===== config.mk =====
export PLATFORM = sky130hd
export DESIGN_NAME = fdmw_host
export DESIGN_NICKNAME = d
export VERILOG_FILES = /design/src/logic/fdmw_pkg.sv /design/src/logic/fdmw_fifo.sv /design/src/logic/fdmw_host.sv
export VERILOG_INCLUDE_DIRS = /design/src /design/src/logic
export SDC_FILE = /design/constraint.sdc
export NUM_CORES = 1
export LEC_CHECK = 0
export CORE_ASPECT_RATIO = 0.75
export CORE_UTILIZATION = 30
export DETAILED_ROUTE_END_ITERATION = 12
export DONT_BUFFER_PORTS = 1
export PLACE_DENSITY = 0.42
export SYNTH_ARGS = -nofsm -noshare
export SYNTH_HDL_FRONTEND = slang
export SYNTH_SLANG_ARGS = --single-unit
export TNS_END_PERCENT = 50

===== constraint.sdc =====
create_clock -name sys_clk -period 3.65 [get_ports sys_clk]
set_input_delay 0.73 -clock sys_clk [delete_from_list [all_inputs] [get_ports sys_clk]]
set_output_delay 0.73 -clock sys_clk [all_outputs]
set_load 0.05 [all_outputs]

===== src/logic/fdmw_regs.svh =====
// Purpose: Constants for the host controller of the flash disk memory window.
// Assumes: Included by bare name; holds definitions only.
// Notes: Window offsets are relative to the window base chosen by the host.
// Contract
// - Host addresses window with 13 address bits.
// - Chip select and strobes are active low.
// - Write only while select and write strobe.
// - Read only while select and output strobe.
// - Mode changes by control write or detector.
// - Offsets relative to host chosen window base.
`ifndef FDMW_REGS_SVH
`define FDMW_REGS_SVH
`define FDMW_ADDR_W 13
`define FDMW_DATA_W 8
`define FDMW_SECT_HI 12
`define FDMW_SECT_LO 11
`define FDMW_SECT_BOOT0 2'h0
`define FDMW_SECT_DATA 2'h1
`define FDMW_SECT_CTRL 2'h2
`define FDMW_SECT_BOOT1 2'h3
`define FDMW_BOOT_MASK 13'h01ff
`define FDMW_RESET_READ 8'h00
`define FDMW_SETUP_CYC 4'h2
`define FDMW_STROBE_CYC 4'h8
`define FDMW_HOLD_CYC 4'h2
`endif


===== src/logic/fdmw_pkg.sv =====
// Purpose: Types for the flash disk memory window host controller.
// Assumes: Nothing beyond the constants header.
// Notes: None.
`default_nettype none
package fdmw_pkg;
   typedef enum logic [1:0] {
      FDMW_SECT_BOOT_LO,
      FDMW_SECT_FLASH,
      FDMW_SECT_REGS,
      FDMW_SECT_BOOT_HI
   } fdmw_sect_e;
endpackage
`default_nettype wire


===== src/logic/fdmw_fifo.sv =====
// Purpose: Synchronous FIFO buffering read data toward the user.
// Assumes: One clock; asynchronous active high reset.
// Notes: Full and empty come from an occupancy count.
`timescale 1ns/1ps
`default_nettype none
module fdmw_fifo #(
   parameter int WIDTH = 8,
   parameter int DEPTH = 16
) (
   input wire logic sys_clk,
   input wire logic reset,
   input wire logic in_valid,
   output logic in_ready,
   input wire logic [WIDTH-1:0] in_data,
   output logic out_valid,
   input wire logic out_ready,
   output logic [WIDTH-1:0] out_data
);
   localparam int AW = $clog2(DEPTH);
   logic [WIDTH-1:0] mem_q [DEPTH];
   logic [AW-1:0] wr_q;
   logic [AW-1:0] rd_q;
   logic [AW:0] cnt_q;
   logic push;
   logic pop;

   // Handshake terms from the occupancy count.
   assign in_ready = (cnt_q != (AW+1)'(DEPTH));
   assign out_valid = (cnt_q != '0);
   assign push = in_valid && in_ready;
   assign pop = out_valid && out_ready;
   assign out_data = mem_q[rd_q];

   // Storage array write port.
   always_ff @(posedge sys_clk) begin
      if (push) begin
         mem_q[wr_q] <= in_data;
      end
   end

   // Pointers and count.
   always_ff @(posedge sys_clk or posedge reset) begin
      if (reset) begin
         wr_q <= '0;
         rd_q <= '0;
         cnt_q <= '0;
      end else begin
         if (push) begin
            wr_q <= (wr_q == AW'(DEPTH-1)) ? '0 : wr_q + 1'b1;
         end
         if (pop) begin
            rd_q <= (rd_q == AW'(DEPTH-1)) ? '0 : rd_q + 1'b1;
         end
         cnt_q <= cnt_q + (AW+1)'(push) - (AW+1)'(pop);
      end
   end
endmodule // fdmw_fifo
`default_nettype wire


===== src/logic/fdmw_host.sv =====
// Purpose: Host side controller driving the flash disk memory window pins.
// Assumes: Device has no clock, so timing comes from counted sys_clk cycles.
// Notes: Read data is pushed into a FIFO; a byte held back by a full FIFO stalls all new requests.
// Notes: Phase lengths are parameters; each must be at least one cycle.
// Notes: Only the 13 window offset bits leave the block; the base is the host's.
`timescale 1ns/1ps
`default_nettype none
`include "fdmw_regs.svh"
module fdmw_host
   import fdmw_pkg::*;
#(
   parameter int FIFO_DEPTH = 16,
   parameter logic [3:0] SETUP_CYC = `FDMW_SETUP_CYC,
   parameter logic [3:0] STROBE_CYC = `FDMW_STROBE_CYC,
   parameter logic [3:0] HOLD_CYC = `FDMW_HOLD_CYC
) (
   input wire logic sys_clk,
   input wire logic reset,
   input wire logic req_valid,
   output logic req_ready,
   input wire logic req_write,
   input wire logic [`FDMW_ADDR_W-1:0] req_addr,
   input wire logic [`FDMW_DATA_W-1:0] req_wdata,
   output logic rd_valid,
   input wire logic rd_ready,
   output logic [`FDMW_DATA_W-1:0] rd_data,
   output logic req_section_q_boot,
   output logic [`FDMW_ADDR_W-1:0] win_addr_q,
   output logic chip_sel_n_q,
   output logic out_strobe_n_q,
   output logic wr_strobe_n_q,
   input wire logic [`FDMW_DATA_W-1:0] win_data_in,
   output logic [`FDMW_DATA_W-1:0] win_data_out_q,
   output logic win_data_oe_q
);
   // -----------------------------------------------------------------
   // Cycle sequencer
   // -----------------------------------------------------------------
   // Timing of one transfer, counted in sys_clk edges from the edge that takes
   // the request (edge 0), with the default phase lengths:
   //    edge 0       request taken; address, write data and direction latched.
   //    edge 0 out   chip select falls; a write also turns the data drivers on.
   //    edge 2 out   the read or write strobe falls after the setup phase.
   //    edge 10 out  the strobe rises after eight cycles low.
   //    edge 12 out  chip select rises and the write drivers turn off.
   // For a read, the bus value sampled at edge 10, the last edge with the strobe
   // still low, leaves the synchroniser at edge 12 and is captured there; it
   // enters the FIFO at edge 13 and is offered to the user from then on.
   // The device has no clock of its own, so everything it does is triggered by
   // these pin edges; the phase counts are the only timing the host can give.
   // Hazard: read data must be valid at the pins by the edge that raises the
   // strobe, because the synchroniser delays what is captured by two cycles.
   // A write lands in the device when the write strobe rises while chip select
   // is still low, which the hold phase guarantees.
   // The next request can be taken at edge 13 after a write, and at edge 14 after a read, once the captured byte has entered the FIFO.
   // Limitation: there is no overlap between transfers; one byte moves at a time.
   // A read whose byte cannot enter a full FIFO blocks every later request
   // until the user drains the FIFO, so no byte is ever dropped.
   typedef enum logic [1:0] {
      FDMW_IDLE,
      FDMW_SETUP,
      FDMW_STROBE,
      FDMW_HOLD
   } fdmw_state_e;

   fdmw_state_e state_q;
   logic [3:0] cnt_q;
   logic write_q;
   logic [`FDMW_DATA_W-1:0] sync1_q;
   logic [`FDMW_DATA_W-1:0] sync2_q;
   logic [`FDMW_DATA_W-1:0] cap_q;
   logic cap_valid_q;
   logic fifo_in_ready;
   logic take;
   fdmw_sect_e sect;
   logic sect_boot;

   // A new request is taken only when idle and no captured byte waits.
   assign req_ready = (state_q == FDMW_IDLE) && !cap_valid_q;
   assign take = req_valid && req_ready;
   // Section decode of the requested offset, relative to window base.
   assign sect = fdmw_sect_e'(req_addr[`FDMW_SECT_HI:`FDMW_SECT_LO]);

   // Section of the requested offset; both boot sections show one 512 byte area.
   always_comb begin
      unique case (sect)
         FDMW_SECT_BOOT_LO: sect_boot = 1'b1;
         FDMW_SECT_FLASH: sect_boot = 1'b0;
         FDMW_SECT_REGS: sect_boot = 1'b0;
         FDMW_SECT_BOOT_HI: sect_boot = 1'b1;
      endcase
   end

   // State and phase counter.
   always_ff @(posedge sys_clk or posedge reset) begin
      if (reset) begin
         state_q <= FDMW_IDLE;
         cnt_q <= '0;
      end else begin
         unique case (state_q)
            FDMW_IDLE: begin
               if (take) begin
                  state_q <= FDMW_SETUP;
                  cnt_q <= SETUP_CYC;
               end
            end
            FDMW_SETUP: begin
               if (cnt_q <= 4'h1) begin
                  state_q <= FDMW_STROBE;
                  cnt_q <= STROBE_CYC;
               end else begin
                  cnt_q <= cnt_q - 4'h1;
               end
            end
            FDMW_STROBE: begin
               if (cnt_q <= 4'h1) begin
                  state_q <= FDMW_HOLD;
                  cnt_q <= HOLD_CYC;
               end else begin
                  cnt_q <= cnt_q - 4'h1;
               end
            end
            FDMW_HOLD: begin
               if (cnt_q <= 4'h1) begin
                  state_q <= FDMW_IDLE;
                  cnt_q <= '0;
               end else begin
                  cnt_q <= cnt_q - 4'h1;
               end
            end
         endcase
      end
   end

   // -----------------------------------------------------------------
   // Pin drivers
   // -----------------------------------------------------------------
   // Address, write data and direction latched on acceptance.
   always_ff @(posedge sys_clk or posedge reset) begin
      if (reset) begin
         win_addr_q <= '0;
         win_data_out_q <= '0;
         write_q <= 1'b0;
         req_section_q_boot <= 1'b0;
      end else if (take) begin
         win_addr_q <= req_addr;
         win_data_out_q <= req_wdata;
         write_q <= req_write;
         req_section_q_boot <= sect_boot;
      end
   end

   // Active low strobes; select spans setup to hold, strobe only its phase.
   always_ff @(posedge sys_clk or posedge reset) begin
      if (reset) begin
         chip_sel_n_q <= 1'b1;
         out_strobe_n_q <= 1'b1;
         wr_strobe_n_q <= 1'b1;
         win_data_oe_q <= 1'b0;
      end else begin
         chip_sel_n_q <= !(take || (state_q != FDMW_IDLE &&
                           !(state_q == FDMW_HOLD && cnt_q <= 4'h1)));
         out_strobe_n_q <= !(((state_q == FDMW_SETUP && cnt_q <= 4'h1) ||
                             (state_q == FDMW_STROBE && cnt_q > 4'h1)) && !write_q);
         // A mode change is an ordinary complete write, so it needs no special case.
         wr_strobe_n_q <= !(((state_q == FDMW_SETUP && cnt_q <= 4'h1) ||
                            (state_q == FDMW_STROBE && cnt_q > 4'h1)) && write_q);
         // Host drives data only for writes, never while the device may.
         win_data_oe_q <= (take && req_write) ||
                          (write_q && state_q != FDMW_IDLE &&
                           !(state_q == FDMW_HOLD && cnt_q <= 4'h1));
      end
   end

   // -----------------------------------------------------------------
   // Read capture
   // -----------------------------------------------------------------
   // Two stage synchroniser on the data pins.
   // The device answers with no clock, so its data is asynchronous to sys_clk.
   // Only the second stage is read; the first may still be settling.
   always_ff @(posedge sys_clk or posedge reset) begin
      if (reset) begin
         sync1_q <= '0;
         sync2_q <= '0;
      end else begin
         sync1_q <= win_data_in;
         sync2_q <= sync1_q;
      end
   end

   // Capture at the end of the hold phase, after data had time to settle.
   // A new capture and a FIFO acceptance never meet, since the capture only
   // happens while a read is in flight and a pending byte blocks new requests.
   always_ff @(posedge sys_clk or posedge reset) begin
      if (reset) begin
         cap_q <= `FDMW_RESET_READ;
         cap_valid_q <= 1'b0;
      end else begin
         if (state_q == FDMW_HOLD && cnt_q <= 4'h1 && !write_q) begin
            cap_q <= sync2_q;
            cap_valid_q <= 1'b1;
         end else if (cap_valid_q && fifo_in_ready) begin
            cap_valid_q <= 1'b0;
         end
      end
   end

   // Read data buffer toward the user.
   // It lets the user drain bytes at its own pace while the pins keep moving.
   // Bytes leave in the order in which the reads were issued.
   fdmw_fifo #(
      .WIDTH(`FDMW_DATA_W),
      .DEPTH(FIFO_DEPTH)
   ) u_fifo (
      .sys_clk(sys_clk),
      .reset(reset),
      .in_valid(cap_valid_q),
      .in_ready(fifo_in_ready),
      .in_data(cap_q),
      .out_valid(rd_valid),
      .out_ready(rd_ready),
      .out_data(rd_data)
   );
endmodule // fdmw_host
`default_nettype wire


# == Word level (Yosys, flattened, before mapping) ==
# Memory sizes are Yosys's and may differ from the RTL's.
# Index checks and enable logic that the tools add are counted.
# W data, S select, Z words.
# word_totals
regBits,71
latchBits,0
ram_bits,128
romBits,0
input_bits,34
output_inout_bits,36
wordCells,86
n_memories,1
# op_classes
addsub,5
mul,0
div,0
magnitude_cmp,2
eq_ne,13
n_shift,0
n_mux,17
bitwise_logic,0
reduce_logical,31
# mem_list
memory,depth,word_bits,rd,rd_ports_with_merged_regs,wr,line,source
u_fifo.mem_q,16,8,1,0,1,fdmw_fifo.sv:20,logic [WIDTH-1:0] mem_q [DEPTH];
# op_table
cell,n
$mux W4,6
$pmux W4 S4,1
$logic_and A1 B1 Y1,14
$add A4 B1 Y4 const B,2
$eq A2 B2 Y1 const B,4
$eq A4 B4 Y1 const B,2
$mux W2,4
$ne A2 B2 Y1 const B,4
$pmux W2 S4,1
$logic_not A1 Y1,6
$add A5 B1 Y5,1
$ne A5 B5 Y1 const B,1
$reduce_bool A5 Y1,1
$sub A5 B1 Y5,1
$eq A2 B1 Y1 const B,2
$gt A4 B1 Y1 const B,1
$le A4 B1 Y1 const B,1
$logic_not A2 Y1,2
$mux W1,4
$reduce_and A4 Y1,1
$reduce_bool A2 Y1,2
$reduce_or A2 Y1,2
$sub A4 B1 Y4 const B,1
$logic_or A1 B1 Y1,3
$pmux W1 S2,1

# == Logic depth before layout (Yosys ltp) ==
# Gate-level depths: netlist (run 1).
# logic_depth
ltp_word,6
mapped_depth,13
mapped_depth_nobuf,12

# == Hierarchy ==
# A second synthesis (run 1) with hierarchy kept.
# hier_totals
cells_unflattened,520
area_unflattened_um2,8065.2
# by_module_without_submodules
module,n_inst,cells_per_inst,area_per_inst_um2,seq_area_each_um2
fdmw_fifo,1,328,5858.1,4169.0
fdmw_host,1,192,2207.1,1455.1

# == Worst setup path before layout (run 1) ==
# OpenSTA, ideal clock, no wires.
# synth_path
kind,reg-to-output
startpoint,register u_fifo.rd_q[0]
endpoint,output rd_data[2]
arrival_time_ps,2255
t_required_ps,2920
path_slack_ps,665
stages_incl_launch_ff,7
n_path_buf,2
path_cell_list,dfrtp_1 > buf_4 > and2_1 > clkbuf_2 > a22oi_1 > mux2i_1 > o21ai_0
# synth_via
elab_chain_cells,1
# synth_rtl
element,line,source
from (decl),fdmw_fifo.sv:22,logic [AW-1:0] rd_q;
from (signal assigned),fdmw_fifo.sv:52,rd_q <= (rd_q == AW'(DEPTH-1)) ? '0 : rd_q + 1'b1;
$mem_v2 Z16 W8,n/a,
to (decl),fdmw_host.sv:26,"output logic [`FDMW_DATA_W-1:0] rd_data,"
# Every way passes these cells.

# == Worst setup path in the final report (run 1) ==
# layout_path
startpoint,register u_fifo.rd_q[0]
endpoint,output rd_data[6]
# Same word-level chain as after synthesis.

==> impl_results.md, run 1 <==
* Final Max Tran Viols at 0
* Area fraction of the dominant cell type after synthesis at 48.1%
* Setup TNS at 0 ps
* Total routing usage reported by global routing at 13.1%
* Warnings, synthesis at 0
* Max H-tree Level at 4
* Peak VDD IR at 0.619 mV
* Type of the worst setup path: flip-flop to output port
* FF+latch count, synth at 199
* Share of synthesized area occupied by flip-flops and latches at 70.4%
* Routed via count divided by cell count at 4.64
* Maximum clock frequency at 308 MHz
* Period minus WS final at 3240 ps
* Post-synth cell types at 52
* Worst slew pin tran at 919 ps
* Asr flop ratio synth at 35.7%
* Pwr/cell area at 909 nW/um^2
* Detailed-route wire length at 16400 um
* Final ANT Viol Nets at 0
* Vias post-DR at 4065
* Overall die area at 27300 sq um
* CTS Root Cell: clkbuf_16
* CP Data Required Time at 2920 ps
* Later-pin clock latency in the skew report at 430 ps
* Hold buffers post-CTS at 0
* Nature of the critical path endpoint: output port
* Clock sink count at 199
* Clock tree from TritonCTS: built
* Top cells by area, synth: edfxtp_1, dfrtp_1, mux4_2, nand2_1, mux2i_1
* Placed cells at 844
* Average footprint of a synthesized cell at 15.9 sq um
* Type of origin of the critical path: flip-flop
* Number of standard cells in the layout, taps in and fillers out at 876
* Post-Synthesis Cells at 503
* First-pass GRT wire length at 25900 um
* Number of buffers inserted during clock tree synthesis at 17
* Drt drc at 0
* Total setup violations reported at the end of the flow at 0
* Worst min path class: input pin to async pin
* Commonest cells after routing, fill and taps aside: edfxtp_1, nand2_1, dfrtp_1
* Largest family of logic cells by synthesized area: multiplexers
* Standard-cell rows at 51
* Top-Level Pins at 70
* Share of synthesized area spent on multiplexers at 11.7%
* Setup repair after global routing missed its margin: false
* Initial core utilization at 30.7%
* Final HPWL DP at 10900 um
* Post-DP Area at 8480 sq um
* Proportion of layout cells with a drive suffix above 1 at 19.0%
* Cell area after layout at 9050 sq um
* Ys flop type: edfxtp_1
* Simple-Gate Fraction of Synth Area at 7.33%
* Number of nets in the synthesized netlist at 555
* Synth Cell Area at 7990 sq um
* Leakage power figure at 3.39 nW
* Total congestion overflow at 0
* Routability cong. at 0.755
* Nets@finish at 571
* PostCTS Resize Cnt at 0
* Leading cell type in the layout, fill and taps excluded: edfxtp_1
* Maximum number of pins on one net before global-route repair at 50
* Die Span X at 190 um
* Antenna violations before repair at 0
* Post-route clock skew at 10.2 ps
* Core Area at 26000 sq um
* Buffers inserted by post-CTS timing repair at 0
* Worst-case setup margin in the final layout at 408 ps
* Share of the synthesized area in compound gates (AO/OA/AOI/OAI) at 4.59%
* Synth area leader: edfxtp_1
* Worst-case clock buffer depth at 2
* Worst slew margin relative to its limit at 38.5%
* Vias in the first global route at 4273
* Initial drt markers at 256
* Count of buffers inserted at the top-level ports at 0
* Largest driver fanout on the critical path at 31
* Outcome: finished, final reports clean
* Clock transition at path regs at 80 ps
* Number of synthesized flops with an enable pin at 128
* WP data arrival at 2510 ps
* Number of endpoints with negative hold slack in the final report at 0
* Post-route clock period utilization at 88.8%
* Area growth from synthesis to layout at 13.3%
* Average wire per standard cell at 18.7 um
* TritonRoute pass-1 iters at 4
* Antenna cells at 0
* Worst setup timing slack at the placement stage at 794 ps
* Maxcap violations at 0
* Height of the die at 143 um
* Synth Area in XOR/XNOR at 0.767%
* Area share of fa/ha/maj cells after synthesis at 2.91%
critical path, cell delays in order, from the launching register on:
cell and delay, ps:
dfrtp_2 420, buf_12 190, nor2b_1 470, a22oi_1 240, a32oi_1 390, o21ai_1 140
buf_4 210
cell families after synthesis:
| family | Yosys count |
|---|---|
| buffers and inverters | 42 |
| xor gates and xnor gates | 7 |
| and+or+nand+nor | 123 |
| adders and majority gates | 18 |
| AOI/OAI and AO/OA | 53 |
| muxes | 61 |
| DFF | 199 |
path summary, 6_finish.rpt:
| check | from | endpoint | slack (ps) | cells past startpoint |
|---|---|---|---|---|
| setup / recovery | u_fifo.rd_q[0] | rd_data[6] | 410 | 6 |
| hold / removal | reset | win_data_oe_q | 30 | 1 |
| setup reg to reg | u_fifo.cnt_q[3] | u_fifo.cnt_q[4] | 790 | 12 |
| hold reg to reg | sync1_q[1] | sync2_q[1] | 350 | 0 |
| max in group asynchronous | reset | sync1_q[4] | 2840 | 2 |
| min in group sys_clk | win_data_in[2] | sync1_q[2] | 320 | 0 |
Yosys cell counts (4+ instances only):
cell type / number
a21oi_1: 7
a22oi_1: 8
a32oi_1: 8
and2_1: 8
buf_2: 5
clkbuf_1: 11
dfrtp_1: 68
edfxtp_1: 128
ha_1: 17
inv_1: 19
mux2_2: 8
mux2i_1: 27
mux4_2: 24
nand2_1: 73
nand3_1: 7
nor2_1: 11
nor4_1: 5
o21ai_0: 14
o31ai_1: 4
xnor2_1: 4
power by group:
part	internal, W	total [W]	switching, W
Sequential	0.00294	0.00392	0.000981
Combinational	0.00102	0.00248	0.00146
Clock	0.000917	0.00183	0.000914
Total	0.00488	0.00823	0.00335
flip-flops by register name, summed over array words and instances, names as in the netlist, 2 cells and up:
register	count
sync1_q	8
u_fifo.cnt_q	5
win_data_out_q	8
u_fifo.mem_q	128
u_fifo.rd_q	4
u_fifo.wr_q	4
cnt_q	4
cap_q	8
sync2_q	8
win_addr_q	13
state_q	2
cell type report:
cell class              instances  area, sq um
multi-input cells             262         2180
flip-flops and latches        199         5630
fillers                      2485        17000
repair buffers                 19          168
clock inverters                15          153
clock buffers                  17          425
inverters                      20         75.1
well taps                     344          430
layer usage:
metal / global-route usage (%) / wire (um)
met1: 18.7 / 8110
met2: 19.4 / 7280
met3: 3.59 / 833
met4: 3.92 / 168
met5: 0 / 0
per-stage QoR:
stage / util (%) / hold slack [ps] / power [W]
2_1_floorplan: - / 331 / 0.00565
3_3_place_gp: 32.6 / 337 / 0.00648
3_5_place_dp: 32.6 / 336 / 0.00651
4_1_cts: 34.8 / 5.09 / 0.00837
5_1_grt: 34.8 / 13.5 / 0.00870
6_report: 34.8 / 28.3 / 0.00823
Power figures use the tool's default switching activity.
==> run 2, diff against run 1 <==
- CELL_PAD_IN_SITES_DETAIL_PLACEMENT: not set -> 0
- CELL_PAD_IN_SITES_GLOBAL_PLACEMENT: not set -> 1
- PLACE_DENSITY: 0.42 -> 0.47
- RECOVER_POWER: not set -> 25
- clock period: 3.65 -> 3.8 ns (I/O delays scaled with it)
==> impl_results.md, run 2 (synthesized netlist as in run 1, its figures left out) <==
* Drt drc at 0
* Maximum clock frequency at 321 MHz
* Die Span X at 190 um
* Vias post-DR at 4087
* Outcome: finished, final reports clean
* Peak VDD IR at 0.333 mV
* Worst-case clock buffer depth at 2
* Pwr/cell area at 886 nW/um^2
* Layout fillers at 2475
* Later-pin clock latency in the skew report at 450 ps
* Final HPWL DP at 11200 um
* Clock sink count at 199
* Commonest cells after routing, fill and taps aside: edfxtp_1, nand2_1, dfrtp_1
* Final Max Tran Viols at 0
* Total setup violations reported at the end of the flow at 0
* Maximum number of pins on one net before global-route repair at 31
* Vias in the first global route at 4278
* Buffers inserted by post-CTS timing repair at 0
* Maxcap violations at 0
* Hold buffers post-CTS at 0
* Period minus WS final at 3120 ps
* Worst min path class: flip-flop to flip-flop
* Hold path start: sync1_q[0]
* Routed via count divided by cell count at 4.66
* Routability cong. at 0.733
* Nets@finish at 572
* Total power at 0.00806 W
* Leakage power figure at 3.39 nW
* Type of the worst setup path: flip-flop to output port
* Number of endpoints with negative hold slack in the final report at 0
* Post-route clock skew at 21.4 ps
* Antenna cells at 0
* Worst reg-to-reg setup slack at 940 ps
* Registers with the most flip-flops: u_fifo.mem_q x128, win_addr_q x13
* Post-route clock period utilization at 82.1%
* Leading cell type in the layout, fill and taps excluded: edfxtp_1
* Final ANT Viol Nets at 0
* Standard-cell rows at 51
* Height of the die at 143 um
* Overall die area at 27300 sq um
* Max H-tree Level at 4
* Register with the highest flop count: u_fifo.mem_q
* Area growth from synthesis to layout at 13.8%
* TritonRoute pass-1 iters at 4
* Number of buffers inserted during clock tree synthesis at 17
* CP Data Required Time at 3040 ps
* Top-Level Pins at 70
* Count of buffers inserted at the top-level ports at 0
* R2R Path End: u_fifo.cnt_q[4]
* Detailed-route wire length at 17200 um
* PostCTS Resize Cnt at 0
* Worst R2R Start: u_fifo.cnt_q[3]
* Clock transition at path regs at 80 ps
* Worst slew margin relative to its limit at 5.74%
* Setup TNS at 0 ps
* Hold Crit Endpoint: sync2_q[0]
* Post-route core utilization at 34.9%
* Total routing usage reported by global routing at 13.6%
* Initial drt markers at 194
* WP data arrival at 2360 ps
* Worst slew pin tran at 1410 ps
* Nature of the critical path endpoint: output port
* Type of origin of the critical path: flip-flop
* Total congestion overflow at 0
* Core Area at 26000 sq um
* Largest driver fanout on the critical path at 27
* First-pass GRT wire length at 26800 um
* Average wire per standard cell at 19.6 um
* Initial core utilization at 30.7%
* Clock tree from TritonCTS: built
* CTS Root Cell: clkbuf_16
* Path depth of the worst reg2reg path at 12
* Setup repair after global routing missed its margin: false
* Max reg flops at 128
* Hold Path Depth at 0
* Antenna violations before repair at 0
* Proportion of layout cells with a drive suffix above 1 at 18.6%
run 2: cell count changes in the layout (fill, tap and decap cells not counted), sizes merged:
| cell | delta |
|---|---|
| inv | -4 |
| bufinv | +2 |
| clkbuf | +2 |
| clkinvlp | +2 |
| buf | -1 |
run 2: through the flow:
stage / instances / hold slack, ps / worst slack (ps) / instance area (sq um)
2_1_floorplan: 503 / 331 / 785 / 7990
3_3_place_gp: 845 / 334 / 987 / 8480
4_1_cts: 877 / 215 / 580 / 9100
3_5_place_dp: 845 / 335 / 947 / 8480
6_report: 877 / 348 / 680 / 9090
5_1_grt: 877 / 318 / 488 / 9090
run 2: report_power, final:
group	switching (W)	total (W)	internal [W]
registers	0.000943	0.00377	0.00283
clock network	0.000877	0.00188	0.00100
logic	0.00143	0.00241	0.000986
total	0.00325	0.00806	0.00481
run 2: area by class of cell:
type                    count  area (sq um)  share of cell area, %
clock buffers              17           425                   4.68
clock inverters            15           189                   2.08
inverters                  20          75.1                  0.826
multi-input cells         262          2180                   23.9
flip-flops and latches    199          5630                   61.9
well taps                 344           430                   4.73
repair buffers             20           168                   1.84
run 2: how the worst max path moves through the flow:
stage	endpoint	depth (start not counted)	slack [ps]	from
floorplan	rd_data[2]	6	780	u_fifo.rd_q[0]
global placement	u_fifo.cnt_q[4]	12	990	u_fifo.cnt_q[3]
detailed placement	u_fifo.cnt_q[4]	12	950	u_fifo.cnt_q[3]
CTS	rd_data[2]	6	580	u_fifo.rd_q[1]
global route	rd_data[2]	6	490	u_fifo.rd_q[1]
finish	rd_data[2]	6	680	u_fifo.rd_q[1]
run 2: per-layer routing:
metal  part of all wire, %  routed length [um]  GRT usage, %  vias up
li1                      -                   -             -     1898
met4                   1.1                 183          4.17        0
met1                    50                8600          20.1     2100
met2                    45                7640          19.7       75
met3                   4.2                 723          3.22       14
met5                     0                   0             0        -
run 2: critical path, cell delays in order, from the launching register on:
cell and delay, ps:
dfrtp_2 640, buf_12 270, mux2i_1 120, a22oi_1 340, a32oi_1 170, o21ai_1 150, buf_4 230
